===== src/cdr_regs_pkg.sv =====
// Constants for the clock and data recovery control and status register bank
// Function
// - Status bit 5 reads 1 while input signal is lost.
// - Status bit 4 reads 0 when locked, 1 during frequency acquisition.
// - Status bit 3 reads 1 once signal-loss action finished, else 0.
// - Status bit 2 is sticky lock loss, held until software clears it.
// - Status bit 0 sets on rate measurement completion, held until cleared.
// - Mode field 001 locks to data, 011 to reference; 000, 010 reserved.
// - Writing 1 to first control bit 2 clears sticky lock loss.
// - Writing 1 to first control bit 1 starts fine rate measurement.
// - Writing 1 to first control bit 0 clears rate result and completion.
// - Writing 1 then 0 to second control bit 7 resets device.
// - Writing 1 then 0 to second control bit 6 restarts acquisition.
// - Second control bit 5 reserved zero; recovery always enabled.
// - Second control bit 3 set powers down signal-loss detector.
// - Second control bit 2 selects loss pin polarity: 0 high, 1 low.
// - Third control bit 2 at 0 enables reference clock; 1 powers down.
// - Reference-mode bit 6 picks lock check: 0 reference, 1 data.
// - Band field bits 5:4 picks reference band, 00 default lowest.
// - Ratio field bits 3:0 encodes ratio two to the (code minus one).
package cdr_regs_pkg;
  localparam int ADDR_W = 8;
  localparam int DATA_W = 8;

  localparam logic [7:0] OFS_STATUS      = 8'h06;
  localparam logic [7:0] OFS_MODE_CTRL   = 8'h08;
  localparam logic [7:0] OFS_RESET_CTRL  = 8'h09;
  localparam logic [7:0] OFS_REFPWR_CTRL = 8'h0a;
  localparam logic [7:0] OFS_REF_SETUP   = 8'h0f;
  localparam logic [7:0] OFS_SIG_HIGH    = 8'h20;
  localparam logic [7:0] OFS_SIG_LOW     = 8'h21;
  localparam logic [7:0] OFS_CAPTURE0    = 8'h42;
  localparam logic [7:0] OFS_CAPTURE1    = 8'h43;
  localparam logic [7:0] OFS_CAPTURE2    = 8'h44;
  localparam logic [7:0] OFS_CAPTURE3    = 8'h45;
  localparam logic [7:0] OFS_REVISION    = 8'h48;
  localparam logic [7:0] OFS_DEVICE      = 8'h49;

  // Status fields
  localparam int ST_SIGNAL_LOSS = 5;
  localparam int ST_LOCK_LOST   = 4;
  localparam int ST_LOSS_DONE   = 3;
  localparam int ST_STICKY_LOCK = 2;
  localparam int ST_RATE_DONE   = 0;

  // First control register fields
  localparam int MC_MODE_LSB    = 4;
  localparam int MC_STICKY_CLR  = 2;
  localparam int MC_RATE_START  = 1;
  localparam int MC_RATE_CLEAR  = 0;
  localparam logic [7:0] MC_WRITE_MASK = 8'h70;

  // Second control register fields
  localparam int RC_SOFT_RESET  = 7;
  localparam int RC_ACQ_START   = 6;
  localparam int RC_LOCK_STYLE  = 4;
  localparam int RC_LOSS_PDN    = 3;
  localparam int RC_LOSS_POL    = 2;
  localparam logic [7:0] RC_WRITE_MASK = 8'hdc;

  // Third control register fields
  localparam int PC_REF_PDN     = 2;
  localparam logic [7:0] PC_WRITE_MASK = 8'h04;

  // Reference-mode setup fields
  localparam int RS_CHECK_SRC   = 6;
  localparam int RS_BAND_LSB    = 4;
  localparam int RS_RATIO_LSB   = 0;
  localparam logic [7:0] RS_WRITE_MASK = 8'h7f;

  // Reset values
  localparam logic [7:0] RST_MODE_CTRL   = 8'h00;
  localparam logic [7:0] RST_RESET_CTRL  = 8'h00;
  localparam logic [7:0] RST_REFPWR_CTRL = 8'h04;
  localparam logic [7:0] RST_REF_SETUP   = 8'h00;

  // Recovery modes
  localparam logic [2:0] MODE_LOCK_DATA = 3'h1;
  localparam logic [2:0] MODE_LOCK_REF  = 3'h3;

  // Soft reset pulse held for this many cycles
  localparam int SOFT_RESET_NS     = 40;
  localparam int CLOCK_PERIOD_PS   = 4000;
  localparam int SOFT_RESET_CYCLES = (SOFT_RESET_NS * 1000 + CLOCK_PERIOD_PS - 1) / CLOCK_PERIOD_PS;
endpackage


===== src/cdr_control_status_registers.sv =====
// Control and status register bank of the clock and data recovery receiver
`timescale 1ns/1ps
module cdr_control_status_registers #(
  parameter logic [7:0] REVISION_VALUE = 8'h01,  // Arbitrary value
  parameter logic [7:0] DEVICE_VALUE   = 8'h02,  // Arbitrary value
  parameter logic [7:0] SIG_HIGH_VALUE = 8'h03,  // Arbitrary value
  parameter logic [7:0] SIG_LOW_VALUE  = 8'h04   // Arbitrary value
) (
  // Clock and reset
  input  wire logic                             clock,
  input  wire logic                             rstn,
  // Register access port
  input  wire logic                             regWrite,
  input  wire logic                             regRead,
  input  wire logic [cdr_regs_pkg::ADDR_W-1:0]  regAddr,
  input  wire logic [cdr_regs_pkg::DATA_W-1:0]  regWdata,
  output logic      [cdr_regs_pkg::DATA_W-1:0]  regRdata,
  // Analog core status, asynchronous
  input  wire logic                             signalLossRaw,
  input  wire logic                             lockLostRaw,
  input  wire logic                             lossActionDoneRaw,
  // Rate measurement engine, same clock
  input  wire logic                             rateMeasureDone,
  // Test-pattern capture word, same clock
  input  wire logic [31:0]                      patternCaptureWord,
  // Controls to the core
  output logic      [2:0]                       recoveryModeSelect,
  output logic                                  rateMeasureStart,
  output logic                                  rateMeasureClear,
  output logic                                  softResetPulse,
  output logic                                  frequencyAcquireStart,
  output logic                                  lockIndicationStyle,
  output logic                                  signalLossPowerDown,
  output logic                                  refClockPowerDown,
  output logic                                  lockCheckSource,
  output logic      [1:0]                       refFreqBand,
  output logic      [3:0]                       rateRatioCode,
  output logic                                  clockRecoveryEnable,
  // Indicator pins
  output logic                                  signalLossPin,
  output logic                                  lockLostPin
);
  import cdr_regs_pkg::*;

  logic [7:0] modeCtrl;
  logic [7:0] resetCtrl;
  logic [7:0] refPwrCtrl;
  logic [7:0] refSetup;
  logic [2:0] lossSync;
  logic [2:0] lockSync;
  logic [2:0] doneSync;
  logic       signalLoss;
  logic       lockLost;
  logic       lossDone;
  logic       stickyLockLost;
  logic       rateComplete;
  logic [7:0] statusByte;
  logic [7:0] softResetCount;
  logic       wrMode;
  logic       wrReset;

  // Writes during a soft reset are ignored, strobes included
  assign wrMode  = regWrite && !softResetPulse && regAddr == OFS_MODE_CTRL;
  assign wrReset = regWrite && !softResetPulse && regAddr == OFS_RESET_CTRL;

  // Three-stage sync; a change counts once stages two and three agree
  always_ff @(posedge clock or negedge rstn) begin
    if (!rstn) begin
      lossSync <= 3'h0;
      lockSync <= 3'h0;
      doneSync <= 3'h0;
    end else begin
      lossSync <= {lossSync[1:0], signalLossRaw};
      lockSync <= {lockSync[1:0], lockLostRaw};
      doneSync <= {doneSync[1:0], lossActionDoneRaw};
    end
  end

  always_ff @(posedge clock or negedge rstn) begin
    if (!rstn) begin
      signalLoss <= 1'b0;
      lockLost   <= 1'b0;
      lossDone   <= 1'b0;
    end else begin
      if (lossSync[1] == lossSync[2]) signalLoss <= lossSync[2] & ~signalLossPowerDown;
      if (lockSync[1] == lockSync[2]) lockLost <= lockSync[2];
      if (doneSync[1] == doneSync[2]) lossDone <= doneSync[2];
    end
  end

  // Control registers; self-clearing action bits are not stored
  always_ff @(posedge clock or negedge rstn) begin
    if (!rstn) begin
      modeCtrl   <= RST_MODE_CTRL;
      resetCtrl  <= RST_RESET_CTRL;
      refPwrCtrl <= RST_REFPWR_CTRL;
      refSetup   <= RST_REF_SETUP;
    end else if (softResetPulse) begin
      modeCtrl   <= RST_MODE_CTRL;
      resetCtrl  <= RST_RESET_CTRL;
      refPwrCtrl <= RST_REFPWR_CTRL;
      refSetup   <= RST_REF_SETUP;
    end else if (regWrite) begin
      unique case (regAddr)
        OFS_MODE_CTRL:   modeCtrl   <= regWdata & MC_WRITE_MASK;
        OFS_RESET_CTRL:  resetCtrl  <= regWdata & RC_WRITE_MASK;
        OFS_REFPWR_CTRL: refPwrCtrl <= regWdata & PC_WRITE_MASK;
        OFS_REF_SETUP:   refSetup   <= regWdata & RS_WRITE_MASK;
        default: ;
      endcase
    end
  end

  // Pulses fire on the falling write of a 1-then-0 pair
  always_ff @(posedge clock or negedge rstn) begin
    if (!rstn) begin
      frequencyAcquireStart <= 1'b0;
      softResetCount        <= 8'h00;
    end else begin
      frequencyAcquireStart <= wrReset && resetCtrl[RC_ACQ_START] && !regWdata[RC_ACQ_START];
      if (wrReset && resetCtrl[RC_SOFT_RESET] && !regWdata[RC_SOFT_RESET])
        softResetCount <= 8'(SOFT_RESET_CYCLES);
      else if (softResetCount != 8'h00)
        softResetCount <= softResetCount - 8'h01;
    end
  end
  assign softResetPulse = softResetCount != 8'h00;

  // Measurement strobes, one cycle each
  always_ff @(posedge clock or negedge rstn) begin
    if (!rstn) begin
      rateMeasureStart <= 1'b0;
      rateMeasureClear <= 1'b0;
    end else begin
      rateMeasureStart <= wrMode && regWdata[MC_RATE_START];
      rateMeasureClear <= wrMode && regWdata[MC_RATE_CLEAR];
    end
  end

  // Sticky flags: a new event beats a simultaneous clear
  always_ff @(posedge clock or negedge rstn) begin
    if (!rstn) begin
      stickyLockLost <= 1'b0;
      rateComplete   <= 1'b0;
    end else begin
      if (lockLost) stickyLockLost <= 1'b1;
      else if (softResetPulse || (wrMode && regWdata[MC_STICKY_CLR])) stickyLockLost <= 1'b0;
      if (rateMeasureDone) rateComplete <= 1'b1;
      else if (softResetPulse || (wrMode && regWdata[MC_RATE_CLEAR])) rateComplete <= 1'b0;
    end
  end

  always_comb begin
    statusByte = 8'h00;
    statusByte[ST_SIGNAL_LOSS] = signalLoss;
    statusByte[ST_LOCK_LOST]   = lockLost;
    statusByte[ST_LOSS_DONE]   = lossDone;
    statusByte[ST_STICKY_LOCK] = stickyLockLost;
    statusByte[ST_RATE_DONE]   = rateComplete;
  end

  // Registered read data; unmapped addresses read zero
  always_ff @(posedge clock or negedge rstn) begin
    if (!rstn) begin
      regRdata <= 8'h00;
    end else if (regRead) begin
      unique case (regAddr)
        OFS_STATUS:      regRdata <= statusByte;
        OFS_MODE_CTRL:   regRdata <= modeCtrl;
        OFS_RESET_CTRL:  regRdata <= resetCtrl;
        OFS_REFPWR_CTRL: regRdata <= refPwrCtrl;
        OFS_REF_SETUP:   regRdata <= refSetup;
        OFS_SIG_HIGH:    regRdata <= SIG_HIGH_VALUE;
        OFS_SIG_LOW:     regRdata <= SIG_LOW_VALUE;
        OFS_CAPTURE0:    regRdata <= patternCaptureWord[7:0];
        OFS_CAPTURE1:    regRdata <= patternCaptureWord[15:8];
        OFS_CAPTURE2:    regRdata <= patternCaptureWord[23:16];
        OFS_CAPTURE3:    regRdata <= patternCaptureWord[31:24];
        OFS_REVISION:    regRdata <= REVISION_VALUE;
        OFS_DEVICE:      regRdata <= DEVICE_VALUE;
        default:         regRdata <= 8'h00;
      endcase
    end
  end

  assign recoveryModeSelect  = modeCtrl[MC_MODE_LSB +: 3];
  assign lockIndicationStyle = resetCtrl[RC_LOCK_STYLE];
  assign signalLossPowerDown = resetCtrl[RC_LOSS_PDN];
  assign refClockPowerDown   = refPwrCtrl[PC_REF_PDN];
  assign lockCheckSource     = refSetup[RS_CHECK_SRC];
  assign refFreqBand         = refSetup[RS_BAND_LSB +: 2];
  assign rateRatioCode       = refSetup[RS_RATIO_LSB +: 4];
  assign clockRecoveryEnable = 1'b1;

  // Pins from flops so polarity changes stay glitch free
  always_ff @(posedge clock or negedge rstn) begin
    if (!rstn) begin
      signalLossPin <= 1'b0;
      lockLostPin   <= 1'b0;
    end else begin
      signalLossPin <= signalLoss ^ resetCtrl[RC_LOSS_POL];
      lockLostPin   <= lockIndicationStyle ? stickyLockLost : lockLost;
    end
  end
endmodule


===== config.mk =====
export PLATFORM = sky130hd
export DESIGN_NAME = cdr_control_status_registers
export DESIGN_NICKNAME = d
export VERILOG_FILES = /design/src/cdr_regs_pkg.sv /design/src/cdr_control_status_registers.sv
export SDC_FILE = /design/constraint.sdc
export NUM_CORES = 1
export LEC_CHECK = 0
export BUFFER_PORTS_ARGS = -buffer_cell sky130_fd_sc_hd__buf_2
export CELL_PAD_IN_SITES_DETAIL_PLACEMENT = 1
export CELL_PAD_IN_SITES_GLOBAL_PLACEMENT = 1
export CORE_MARGIN = 5
export CORE_UTILIZATION = 34
export CTS_CLUSTER_SIZE = 12
export DETAILED_ROUTE_END_ITERATION = 6
export GPL_TIMING_DRIVEN = 0
export PLACE_DENSITY = 0.74
export SLEW_MARGIN = 15
export SYNTH_ARGS = -nofsm -noshare
export SYNTH_HDL_FRONTEND = slang
export SYNTH_SLANG_ARGS = --single-unit

===== constraint.sdc =====
create_clock -name clock -period 1.7 [get_ports clock]
set_input_delay 0.17 -clock clock [delete_from_list [all_inputs] [get_ports clock]]
set_output_delay 0.17 -clock clock [all_outputs]
set_load 0.01 [all_outputs]

## Yosys cells after proc, flatten, opt, wreduce, memory -nomap -nowiden

Index checks and enable logic that the tools add are counted.
Widths: inputs -> output; s select.

| operators by class | value |
|---|---|
| add/subtract/negate cells | 1 |
| equality and inequality tests | 16 |
| mux-type cells | 20 |
| bitwise gates (word level) | 3 |
| reductions and logical operators | 28 |

Operators with widths:

| cell | count |
|---|---|
| $mux 8 | 14 |
| $pmux 8 s13 | 1 |
| $eq 8x7->1 const B | 6 |
| $eq 8x4->1 const B | 4 |
| $eq 8x6->1 const B | 2 |
| $reduce_bool 2->1 | 8 |
| $logic_and 1x1->1 | 10 |
| $eq 8x3->1 const B | 1 |
| $reduce_and 2->1 | 4 |
| $reduce_bool 8->1 | 1 |
| $sub 8x1->8 const B | 1 |
| $mux 1 | 5 |
| $eq 1x1->1 | 3 |
| $logic_not 1->1 | 3 |
| $logic_or 1x1->1 | 2 |
| $and 1x1->1 | 1 |
| $not 1->1 | 1 |
| $xor 1x1->1 | 1 |

| word-level totals | value |
|---|---|
| register bits after elaboration | 67 |
| logic and storage cells | 87 |

## Depth between registers and ports, before layout

Gate-level depths: netlist of run 1.

| logic depth | value |
|---|---|
| word-level depth | 8 |
| depth in mapped cells | 8 |
| mapped depth without buffers | 8 |

## Worst setup path before layout of run 1

OpenSTA, ideal clock, no wires.

| timing | value |
|---|---|
| path kind | register to register |
| start | reg softResetCount[2] |
| end | reg softResetCount[0] |
| library setup time | 119 ps |
| arrival | 1,672 ps |
| path slack | -91 ps |
| stages on the path, launching flop included | 6 |
| path buffers | 0 |
| period minus slack after synthesis | 1,791 ps |
| path through | dfrtp_1 or3_4 nor4_4 nand2_1 nand4bb_1 and2_1 |

| on the way | value |
|---|---|
| word-level cells in the longest chain between the ends | 7 |

Ends and longest elaborated chain:

| element | RTL line | source |
|---|---|---|
| from (decl) | cdr_control_status_registers.sv:58 | `logic [7:0] softResetCount;` |
| from (signal assigned) | cdr_control_status_registers.sv:122 | `softResetCount <= 8'(SOFT_RESET_CYCLES);` |
| from (signal assigned) | cdr_control_status_registers.sv:124 | `softResetCount <= softResetCount - 8'h01;` |
| $reduce_bool 8->1 (*) | cdr_control_status_registers.sv:123, cdr_control_status_registers.sv:127 |  |
| $logic_not 1->1 | cdr_control_status_registers.sv:64 | `assign wrReset = regWrite && !softResetPulse && regAddr == OFS_RESET_CTRL;` |
| $logic_and 1x1->1 (2 in a row) | cdr_control_status_registers.sv:64 |  |
| $logic_and 1x1->1 (2 in a row) | cdr_control_status_registers.sv:121 | `if (wrReset && resetCtrl[RC_SOFT_RESET] && !regWdata[RC_SOFT_RESET])` |
| $mux 8 / $reduce_bool 2->1 (equally long branches) | n/a |  |

Every way passes the cells marked *; elsewhere a longest branch is shown, timed or not.
A chain may end at the register's enable or synchronous reset.

## Worst setup path in the final report of run 1

| timing | value |
|---|---|
| start | reg softResetCount[0] |
| end | out softResetPulse |

| on the way | value |
|---|---|
| word-level cells in the longest chain between the ends | 1 |

Ends and longest elaborated chain:

| element | RTL line | source |
|---|---|---|
| $reduce_bool 8->1 | cdr_control_status_registers.sv:127 | `assign softResetPulse = softResetCount != 8'h00;` |
| to (decl) | cdr_control_status_registers.sv:30 | `output logic softResetPulse,` |

No other way between the ends.

==> results of run 1 <==
==> through the flow <==
| step | util | instances | setup WS, ps | cell area (sq um) |
|---|---|---|---|---|
| finish | 0.463 | 475 | -157 | 3540 |
| detailed placement | 0.416 | 447 | -384 | 3180 |
| global route | 0.463 | 475 | -209 | 3540 |
| global placement | 0.416 | 447 | -366 | 3180 |
| CTS | 0.443 | 465 | -209 | 3390 |
| floorplan | - | 264 | -4.64 | 2650 |
==> metal layers <==
layer / track usage / vias to the layer above / part of all wire
li1: - / 1188 / -
met1: 0.219 / 1258 / 0.42
met2: 0.307 / 73 / 0.51
met3: 0.0436 / 13 / 0.058
met4: 0.0536 / 0 / 0.017
met5: 0 / - / 0
==> sequential cells by signal, indices dropped and copies added (netlist names), 3 cells and up <==
name	count
lossSync	3
regRdata	8
doneSync	3
refSetup	7
resetCtrl	5
lockSync	3
softResetCount	8
modeCtrl	3
==> worst max path at each step <==
stage | depth (start not counted) | end | start
6_report | 7 | softResetPulse | softResetCount[0]
5_1_grt | 7 | softResetPulse | softResetCount[0]
4_1_cts | 5 | softResetPulse | softResetCount[2]
3_5_place_dp | 7 | softResetPulse | softResetCount[0]
3_3_place_gp | 7 | softResetPulse | softResetCount[0]
2_1_floorplan | 5 | softResetCount[0] | softResetCount[2]
==> cell families (layout without fill, tap and decap cells) <==
kind of cell	after synthesis	count (layout)	synth area share
xor gates and xnor gates	8	8	0.0265
AOI/OAI and AO/OA	64	64	0.177
adders and majority gates	4	4	0.0170
and+or+nand+nor	105	105	0.221
other	1	1	0.00142
buffers and inverters	20	129	0.0322
DFF	51	51	0.483
muxes	11	11	0.0421
==> cell type report <==
type | instances | area, sq um
tap | 102 | 128
clock buffer | 5 | 68.8
inverter | 7 | 26.3
timing repair buffer | 101 | 582
clock inverter | 3 | 26.3
sequential | 51 | 1280
buffer | 13 | 67.6
fill | 903 | 4110
multi-input combinational | 193 | 1370
==> what timing repair did <==
action / 4_1_cts / 5_1_grt
hold buffers: 3 / 1
setup endpoints to repair: 27 / 24
buffers inserted: 8 / 9
pin swaps: 3 / 5
hold endpoints to repair: 3 / 50
resized for setup: 6 / 19
==> where the power goes <==
group,leakage [nW],switching (mW),total [mW],internal [mW]
sequential,0.657,0.119,1.46,1.34
combinational,0.895,0.411,0.856,0.445
clock,0.0491,0.458,0.762,0.304
==> critical path, stage by stage (launching register included) <==
cell      delay, ps
dfrtp_1         420
inv_2           100
ha_4            160
nand2b_4         60
nor4_4          280
inv_2           100
buf_6           140
buf_6           110
==> Yosys cell counts (all sizes together), types with 3 or more instances <==
cell type   n  share of area
a211o       3         0.0099
a211oi      3         0.0085
a21oi      16          0.030
a221oi      4          0.013
a22o        5          0.017
a22oi       7          0.024
and2        6          0.014
and3        6          0.014
buf         6          0.012
clkbuf      7         0.0099
dfrtp      50           0.47
inv         6         0.0085
mux2i      10          0.038
nand2      34          0.048
nand3      23          0.043
nor2        8          0.011
nor2b       3         0.0071
nor3        4         0.0076
nor4        5          0.020
o21ai       5         0.0095
o22ai       3         0.0071
o2bb2ai     5          0.017
or3         6          0.018
xnor2       5          0.017
xor2        3         0.0099
==> impl_metrics.toml, run 1 <==
[setup_path]
r2r-start = "softResetCount[0]"
critical_path_class = "reg -> out"
required_ps = 1530
crit_path_max_fanout = 3
crit_path_start_kind = "flop"
r2r_end = "softResetCount[6]"
regToRegSetupSlack_ps = -30
end_kind = "output port"
cp.arrival_ps = 1690
rr_worst_depth = 9

[clock_network]
cts_buffer_depth = 2
path_clk_slew_ps = 100
cts_buffers = 5
cts_tree = "done"
worstSkewPairLatency_ps = 310
root_buffer = "clkbuf_8"
cts.sinks = 51
h-tree-depth = 2

[synthesis]
yosysSeqAreaShare = 0.483
syn-num-nets = 322
synth_area_per_cell_sq_um = 10.0
synth_warnings = 0
async_reset_ff_frac = 1.00
synth.distinct_cells = 56
ys_seq_elements = 51
syn_area_sq_mm = 0.00265
synth-edff-count = 0
synthCells = 264
synth_flop_cell = "dfrtp_1"

[layout]
layout_common_cells = "buf_2, dfrtp_1, nand2_1, nand3_1"
antenna_cells = 0
drive_above_1_share = 0.370
final_common_cell = "buf_2"
syn_to_final_growth_pct = 33.8
fin_nets = 430

[floorplanning]
rows = 32
die_w_microns = 98.2
die_h_microns = 98.2
ioPinCount = 84
core_area_sq_mm = 0.00765
die-area_sq_mm = 0.00965
start_util = 0.346

[global_route]
grt_start_max_net_pins = 52
grt_util_all_layers = 0.178
antenna_found_initial = 0
grt_pass1_wl_microns = 13900
grt_overflow = 0
grt_pass1_vias = 2662

[detailed_routing]
drtPass1Iterations = 4
wl_per_cell_microns = 18.6
routed_wl_microns = 8830
vias = 2532
ant_nets = 0
drc = 0
viasPerCell = 5.33
initialDrtViolationCount = 115

[pwr]
power.leakage_nw = 1.60
p_total_mw = 3.08
powerDensity_mw_per_mm2 = 869
ir_worst_vdd_v = 0.000662

[timing]
hold_viol_final = 0
fin_setup_tns_ps = -218
period_needed_ps = 1860
worstMarginPinSlew_ps = 653
slew_viol_final = 0
clock.fmax_mhz = 539
clock_skew_ps = 5.93
slew_headroom = 0.565
holdWs_ps = 49.1
grt_setup_unrepaired = "true"
fin_crit_sh = 1.09
setup_violations = 4
fin_ws_ps = -157

[place]
io_buffers = 81
place.gp.congestion = 0.913
hpwl_microns = 6450

[hold_path]
hold_path_class = "in -> reg"
whs_path_depth = 2
min_to = "rateComplete"
min_from = "rateMeasureDone"

[outcome]
outcome = "finished, violations left"
violations = "setup timing"

[flow_run]
cap_violations = 0
Note: power is estimated with default switching activity, not from simulation.
==> run 2: changes to the inputs <==
Settings changed: SETUP_SLACK_MARGIN set to 0.15.
==> run 2 against run 1 <==
Compared with the run above: the flow still finishes with violations (setup timing); clock skew shrank 0.70 ps; design area grew 7.5%; wire length grew 8.6%; register-to-register slack lost 140 ps; critical path depth is the same.
==> impl_metrics.toml, run 2 (synthesized netlist as in run 1, its figures left out) <==
[floorplanning]
die_h_microns = 98.2
die_w_microns = 98.2
rows = 32
core_area_sq_mm = 0.00765
die-area_sq_mm = 0.00965
ioPinCount = 84
start_util = 0.346

[pwr]
power.leakage_nw = 1.72
ir_worst_vdd_v = 0.000771
powerDensity_mw_per_mm2 = 928

[clock_network]
path_clk_slew_ps = 100
cts.sinks = 51
cts_buffer_depth = 2
cts_tree = "done"
cts_buffers = 5
h-tree-depth = 2
worstSkewPairLatency_ps = 310
root_buffer = "clkbuf_8"

[global_route]
grt_util_all_layers = 0.180
grt_start_max_net_pins = 52
grt_pass1_vias = 2661
antenna_found_initial = 0
grt_pass1_wl_microns = 14000
grt_overflow = 0

[layout]
final_common_cell = "buf_2"
fin_util = 0.498
drive_above_1_share = 0.455
layout_common_cells = "buf_2, dfrtp_1, nand2_1, nand3_1, buf_4"
largestRegisters = "regRdata: 8 flops, softResetCount: 8 flops, refSetup: 7 flops"
syn_to_final_growth_pct = 43.8
antenna_cells = 0
stdcell_area_sq_mm = 0.00381
fin_nets = 435

[setup_path]
end_kind = "output port"
cp.arrival_ps = 1760
required_ps = 1530
rr_worst_depth = 9
critical_path_class = "reg -> out"
crit_path_max_fanout = 3
crit_path_start_kind = "flop"

[place]
place_area_sq_mm = 0.00323
hpwl_microns = 6560
io_buffers = 81
place.gp.congestion = 0.928
place_worst_setup_slack_ps = -414

[detailed_routing]
dr_wl_met3_microns = 443
drc = 0
vias = 2559
ant_nets = 0
drtPass1Iterations = 4
wl_per_cell_microns = 20.0
dr.max_layer_used = "met4"
wirelength_met1_microns = 4020
initialDrtViolationCount = 111
routed_wl_microns = 9590
viasPerCell = 5.33
route.met2.wl_microns = 4950

[timing]
worstMarginPinSlew_ps = 662
period_needed_ps = 1930
setup_violations = 26
fin_setup_tns_ps = -2130
hold_viol_final = 0
fin_ws_ps = -226
clock.fmax_mhz = 519
slew_headroom = 0.558
grt_setup_unrepaired = "true"
fin_crit_sh = 1.13
holdWs_ps = 60.3
clock_skew_ps = 5.23
slew_viol_final = 0

[outcome]
violations = "setup timing"
outcome = "finished, violations left"

[hold_path]
whs_path_depth = 2
hold_path_class = "in -> reg"

[flow_run]
cap_violations = 0
## run 2: changes by cell type in the layout (fill, tap and decap cells not counted), moves of 3 or more
| cell | before | now |
|---|---|---|
| a21oi_1 | 16 | 2 |
| a21oi_2 | 0 | 14 |
| buf_8 | 0 | 3 |
| clkbuf_1 | 5 | 2 |
| clkbuf_2 | 2 | 5 |
| xnor2_1 | 5 | 2 |
| xnor2_2 | 0 | 3 |
## run 2: metal layers
metal | vias up | global-route usage
met1 | 1264 | 0.229
met3 | 16 | 0.0321
li1 | 1203 | -
met2 | 76 | 0.313
met4 | 0 | 0.0546
met5 | - | 0
## run 2: stage by stage
stage | power, mW | std cells
final | 3.53 | 480
after CTS | 3.20 | 468
after detailed placement | 2.07 | 447
after floorplan | 1.84 | 264
after global placement | 2.04 | 447
after global routing | 3.70 | 480
## run 2: area by class of cell
cell class                      instances  area, sq um
Timing Repair Buffer                  106          663
Sequential cell                        51         1280
Tap cell                              102          128
Clock buffer                            5         68.8
Inverter                                7         26.3
Multi-Input combinational cell        193         1500
Buffer                                 13         80.1
Clock inverter                          3         67.6
Fill cell                             870         3840
## run 2: final timing paths
path | slack, ps | to | from
setup / recovery | -230 | softResetPulse | softResetCount[0]
hold / removal | 60 | rateComplete | rateMeasureDone
setup reg to reg | -170 | softResetCount[0] | softResetCount[0]
hold reg to reg | 360 | lossSync[1] | lossSync[0]
max in group asynchronous | 830 | softResetCount[7] | rstn
min in group asynchronous | 420 | softResetCount[2] | rstn
## run 2: critical path: stages, from the launching register on
cell      delay, ps
dfrtp_1         410
inv_2           110
ha_4            160
nand2b_4         60
nor4_4          310
inv_2           140
buf_8           150
buf_6           110
## run 2: where the power goes
| group | total (mW) | internal [mW] | switching [mW] | leakage [nW] |
|---|---|---|---|---|
| clock | 1.02 | 0.587 | 0.429 | 0.0644 |
| combinational | 1.04 | 0.552 | 0.492 | 1.00 |
| sequential | 1.47 | 1.34 | 0.132 | 0.657 |
## run 2: repair_timing
action                                  in CTS  in global routing
endpoints found under the setup margin      31                 37
cloned                                       0                  1
buffers inserted                            10                 10
endpoints found under the hold margin        3                 50
hold buffers                                 3                  1
pin swaps                                    3                  6
gates resized for setup                      5                 47
==> run 3: changes to the inputs <==
Settings changed: CORE_ASPECT_RATIO set to 0.7, CTS_BUF_LIST set to sky130_fd_sc_hd__clkbuf_16.
==> run 3 against run 2 <==
Compared with the run above: the run still ends with setup timing left; final cell count unchanged; flip-flop and latch count unchanged; clock power is essentially flat; clock-buffer cell count stayed put; wire length increased by 7.7%; sequential share of layout area down 0.90 points; non-clock buffer count up 4; utilization rose by 2.7 points; die area up 0.29%; largest cell class unchanged.
==> impl_metrics.toml, run 3 (synthesized netlist as in run 1, its figures left out) <==
[layout]
seqCellArea_sq_mm = 0.00128
final_common_cell = "buf_2"
layout_common_cells = "buf_2, dfrtp_1, nand2_1, nand3_1, buf_4"
antenna_cells = 0
multi_input_area_sq_mm = 0.00154
stdcell_area_sq_mm = 0.00391
syn_to_final_growth_pct = 47.8
largestRegisters = "regRdata: 8 flops, softResetCount: 8 flops, refSetup: 7 flops"
fin_nets = 439
fin_util = 0.525
fillCellCount = 836
drive_above_1_share = 0.466

[pwr]
power.leakage_nw = 1.76
powerDensity_mw_per_mm2 = 930
p_total_mw = 3.64
ir_worst_vdd_v = 0.000511

[timing]
setup_violations = 19
fin_setup_tns_ps = -1700
hold_viol_final = 0
grt_setup_unrepaired = "true"
clock.fmax_mhz = 530
fin_crit_sh = 1.11
slew_viol_final = 0
fin_ws_ps = -188
clock_skew_ps = 6.29
slew_headroom = 0.556
period_needed_ps = 1890
worstMarginPinSlew_ps = 666

[floorplanning]
die_w_microns = 115
ioPinCount = 84
start_util = 0.355
die_h_microns = 83.8
core_area_sq_mm = 0.00745
rows = 26
die-area_sq_mm = 0.00968

[setup_path]
critical_path_class = "reg -> out"
r2r-start = "softResetCount[4]"
end_kind = "output port"
cp.arrival_ps = 1720
rr_worst_depth = 8
cp-startpoint = "softResetCount[4]"
path_cells = "or3_4 -> nor4_4 -> buf_4 -> inv_4 -> buf_12 -> buf_6"
critical-path-top-delay-family = "simple AND/OR/NAND/NOR gates"
crit_path_start_kind = "flop"
crit_path_max_fanout = 2
regToRegSetupSlack_ps = -170
cp_num_buf_inv = 4
required_ps = 1530
critPathSlowestCell = "or3_4"
cpPeakStageDelay_ps = 420
r2r_end = "resetCtrl[4]"

[place]
io_buffers = 81
hpwl_microns = 6850
place.gp.congestion = 0.878
place_area_sq_mm = 0.00323
place_worst_setup_slack_ps = -410

[detailed_routing]
wl_per_cell_microns = 21.5
initialDrtViolationCount = 200
drtPass1Iterations = 4
viasPerCell = 5.66
vias = 2717
drc = 0
ant_nets = 0
routed_wl_microns = 10300

[hold_path]
whs_path_depth = 2
min_from = "regWdata[6]"
min_to = "frequencyAcquireStart"
hold_path_class = "in -> reg"

[clock_network]
worstSkewPairLatency_ps = 300
cts.sinks = 51
path_clk_slew_ps = 70
cts_buffer_depth = 2
h-tree-depth = 2
cts_tree = "done"
root_buffer = "clkbuf_16"
cts_buffers = 5

[global_route]
grt_start_max_net_pins = 52
grt_overflow = 0
grt_pass1_vias = 2753
grt_pass1_wl_microns = 15000
grt_util_all_layers = 0.201
antenna_found_initial = 0

[outcome]
outcome = "finished, violations left"
violations = "setup timing"

[flow_run]
cap_violations = 0
run 3: changes by cell type in the layout (fill, tap and decap cells not counted), sizes merged:
| cell | delta |
|---|---|
| buf | +4 |
| bufinv | -2 |
| clkinv | +2 |
| bufbuf | +1 |
| clkbuf | -1 |
| clkinvlp | -1 |
| inv | +1 |
run 3: repair_timing:
item | 4_1_cts | 5_1_grt
gates cloned | 1 | 0
resized for setup | 19 | 46
setup endpoints to repair | 33 | 38
hold endpoints to repair | 3 | 50
pin swaps | 5 | 11
hold buffers | 3 | 1
setup buffers | 13 | 11
run 3: where the power goes:
group          switching (mW)  internal [mW]  total [mW]
Sequential              0.130           1.34        1.47
Combinational           0.560          0.574        1.13
Clock                   0.482          0.547        1.03
Total                    1.17           2.46        3.64
run 3: metrics by stage:
stage	instances	hold WS, ps
after floorplan	264	-126
after global placement	443	278
after detailed placement	443	279
after CTS	468	88.9
after global routing	480	112
final	480	108
run 3: worst register-to-register path, stage by stage, from the launching register on:
cell and delay, ps:
dfrtp_1 400, or3_4 420, nor4_4 160, buf_4 170, inv_4 50, buf_12 120, buf_4 140, bufbuf_16 270
a21oi_4 90
run 3: layer usage:
metal / up-vias / track usage / wire [microns]
li1: 1213 / - / -
met1: 1384 / 0.303 / 4540
met2: 110 / 0.288 / 4760
met3: 10 / 0.0536 / 934
met4: 0 / 0.0405 / 95
met5: - / 0 / 0
run 3: worst max path at each step:
stage / endpoint / slack (ps) / depth (start not counted)
finish: softResetPulse / -190 / 6
global route: softResetPulse / -220 / 8
CTS: softResetPulse / -220 / 5
detailed placement: refSetup[5] / -410 / 8
global placement: refSetup[4] / -410 / 7
floorplan: softResetCount[0] / -3 / 5
run 3: final cells by class:
cell class | count | area share
clock buffer | 5 | 0.0320
tap | 98 | 0.0314
multi-input combinational | 193 | 0.393
buffer | 13 | 0.0218
timing repair buffer | 110 | 0.183
clock inverter | 3 | 0.00480
inverter | 7 | 0.00736
sequential | 51 | 0.327
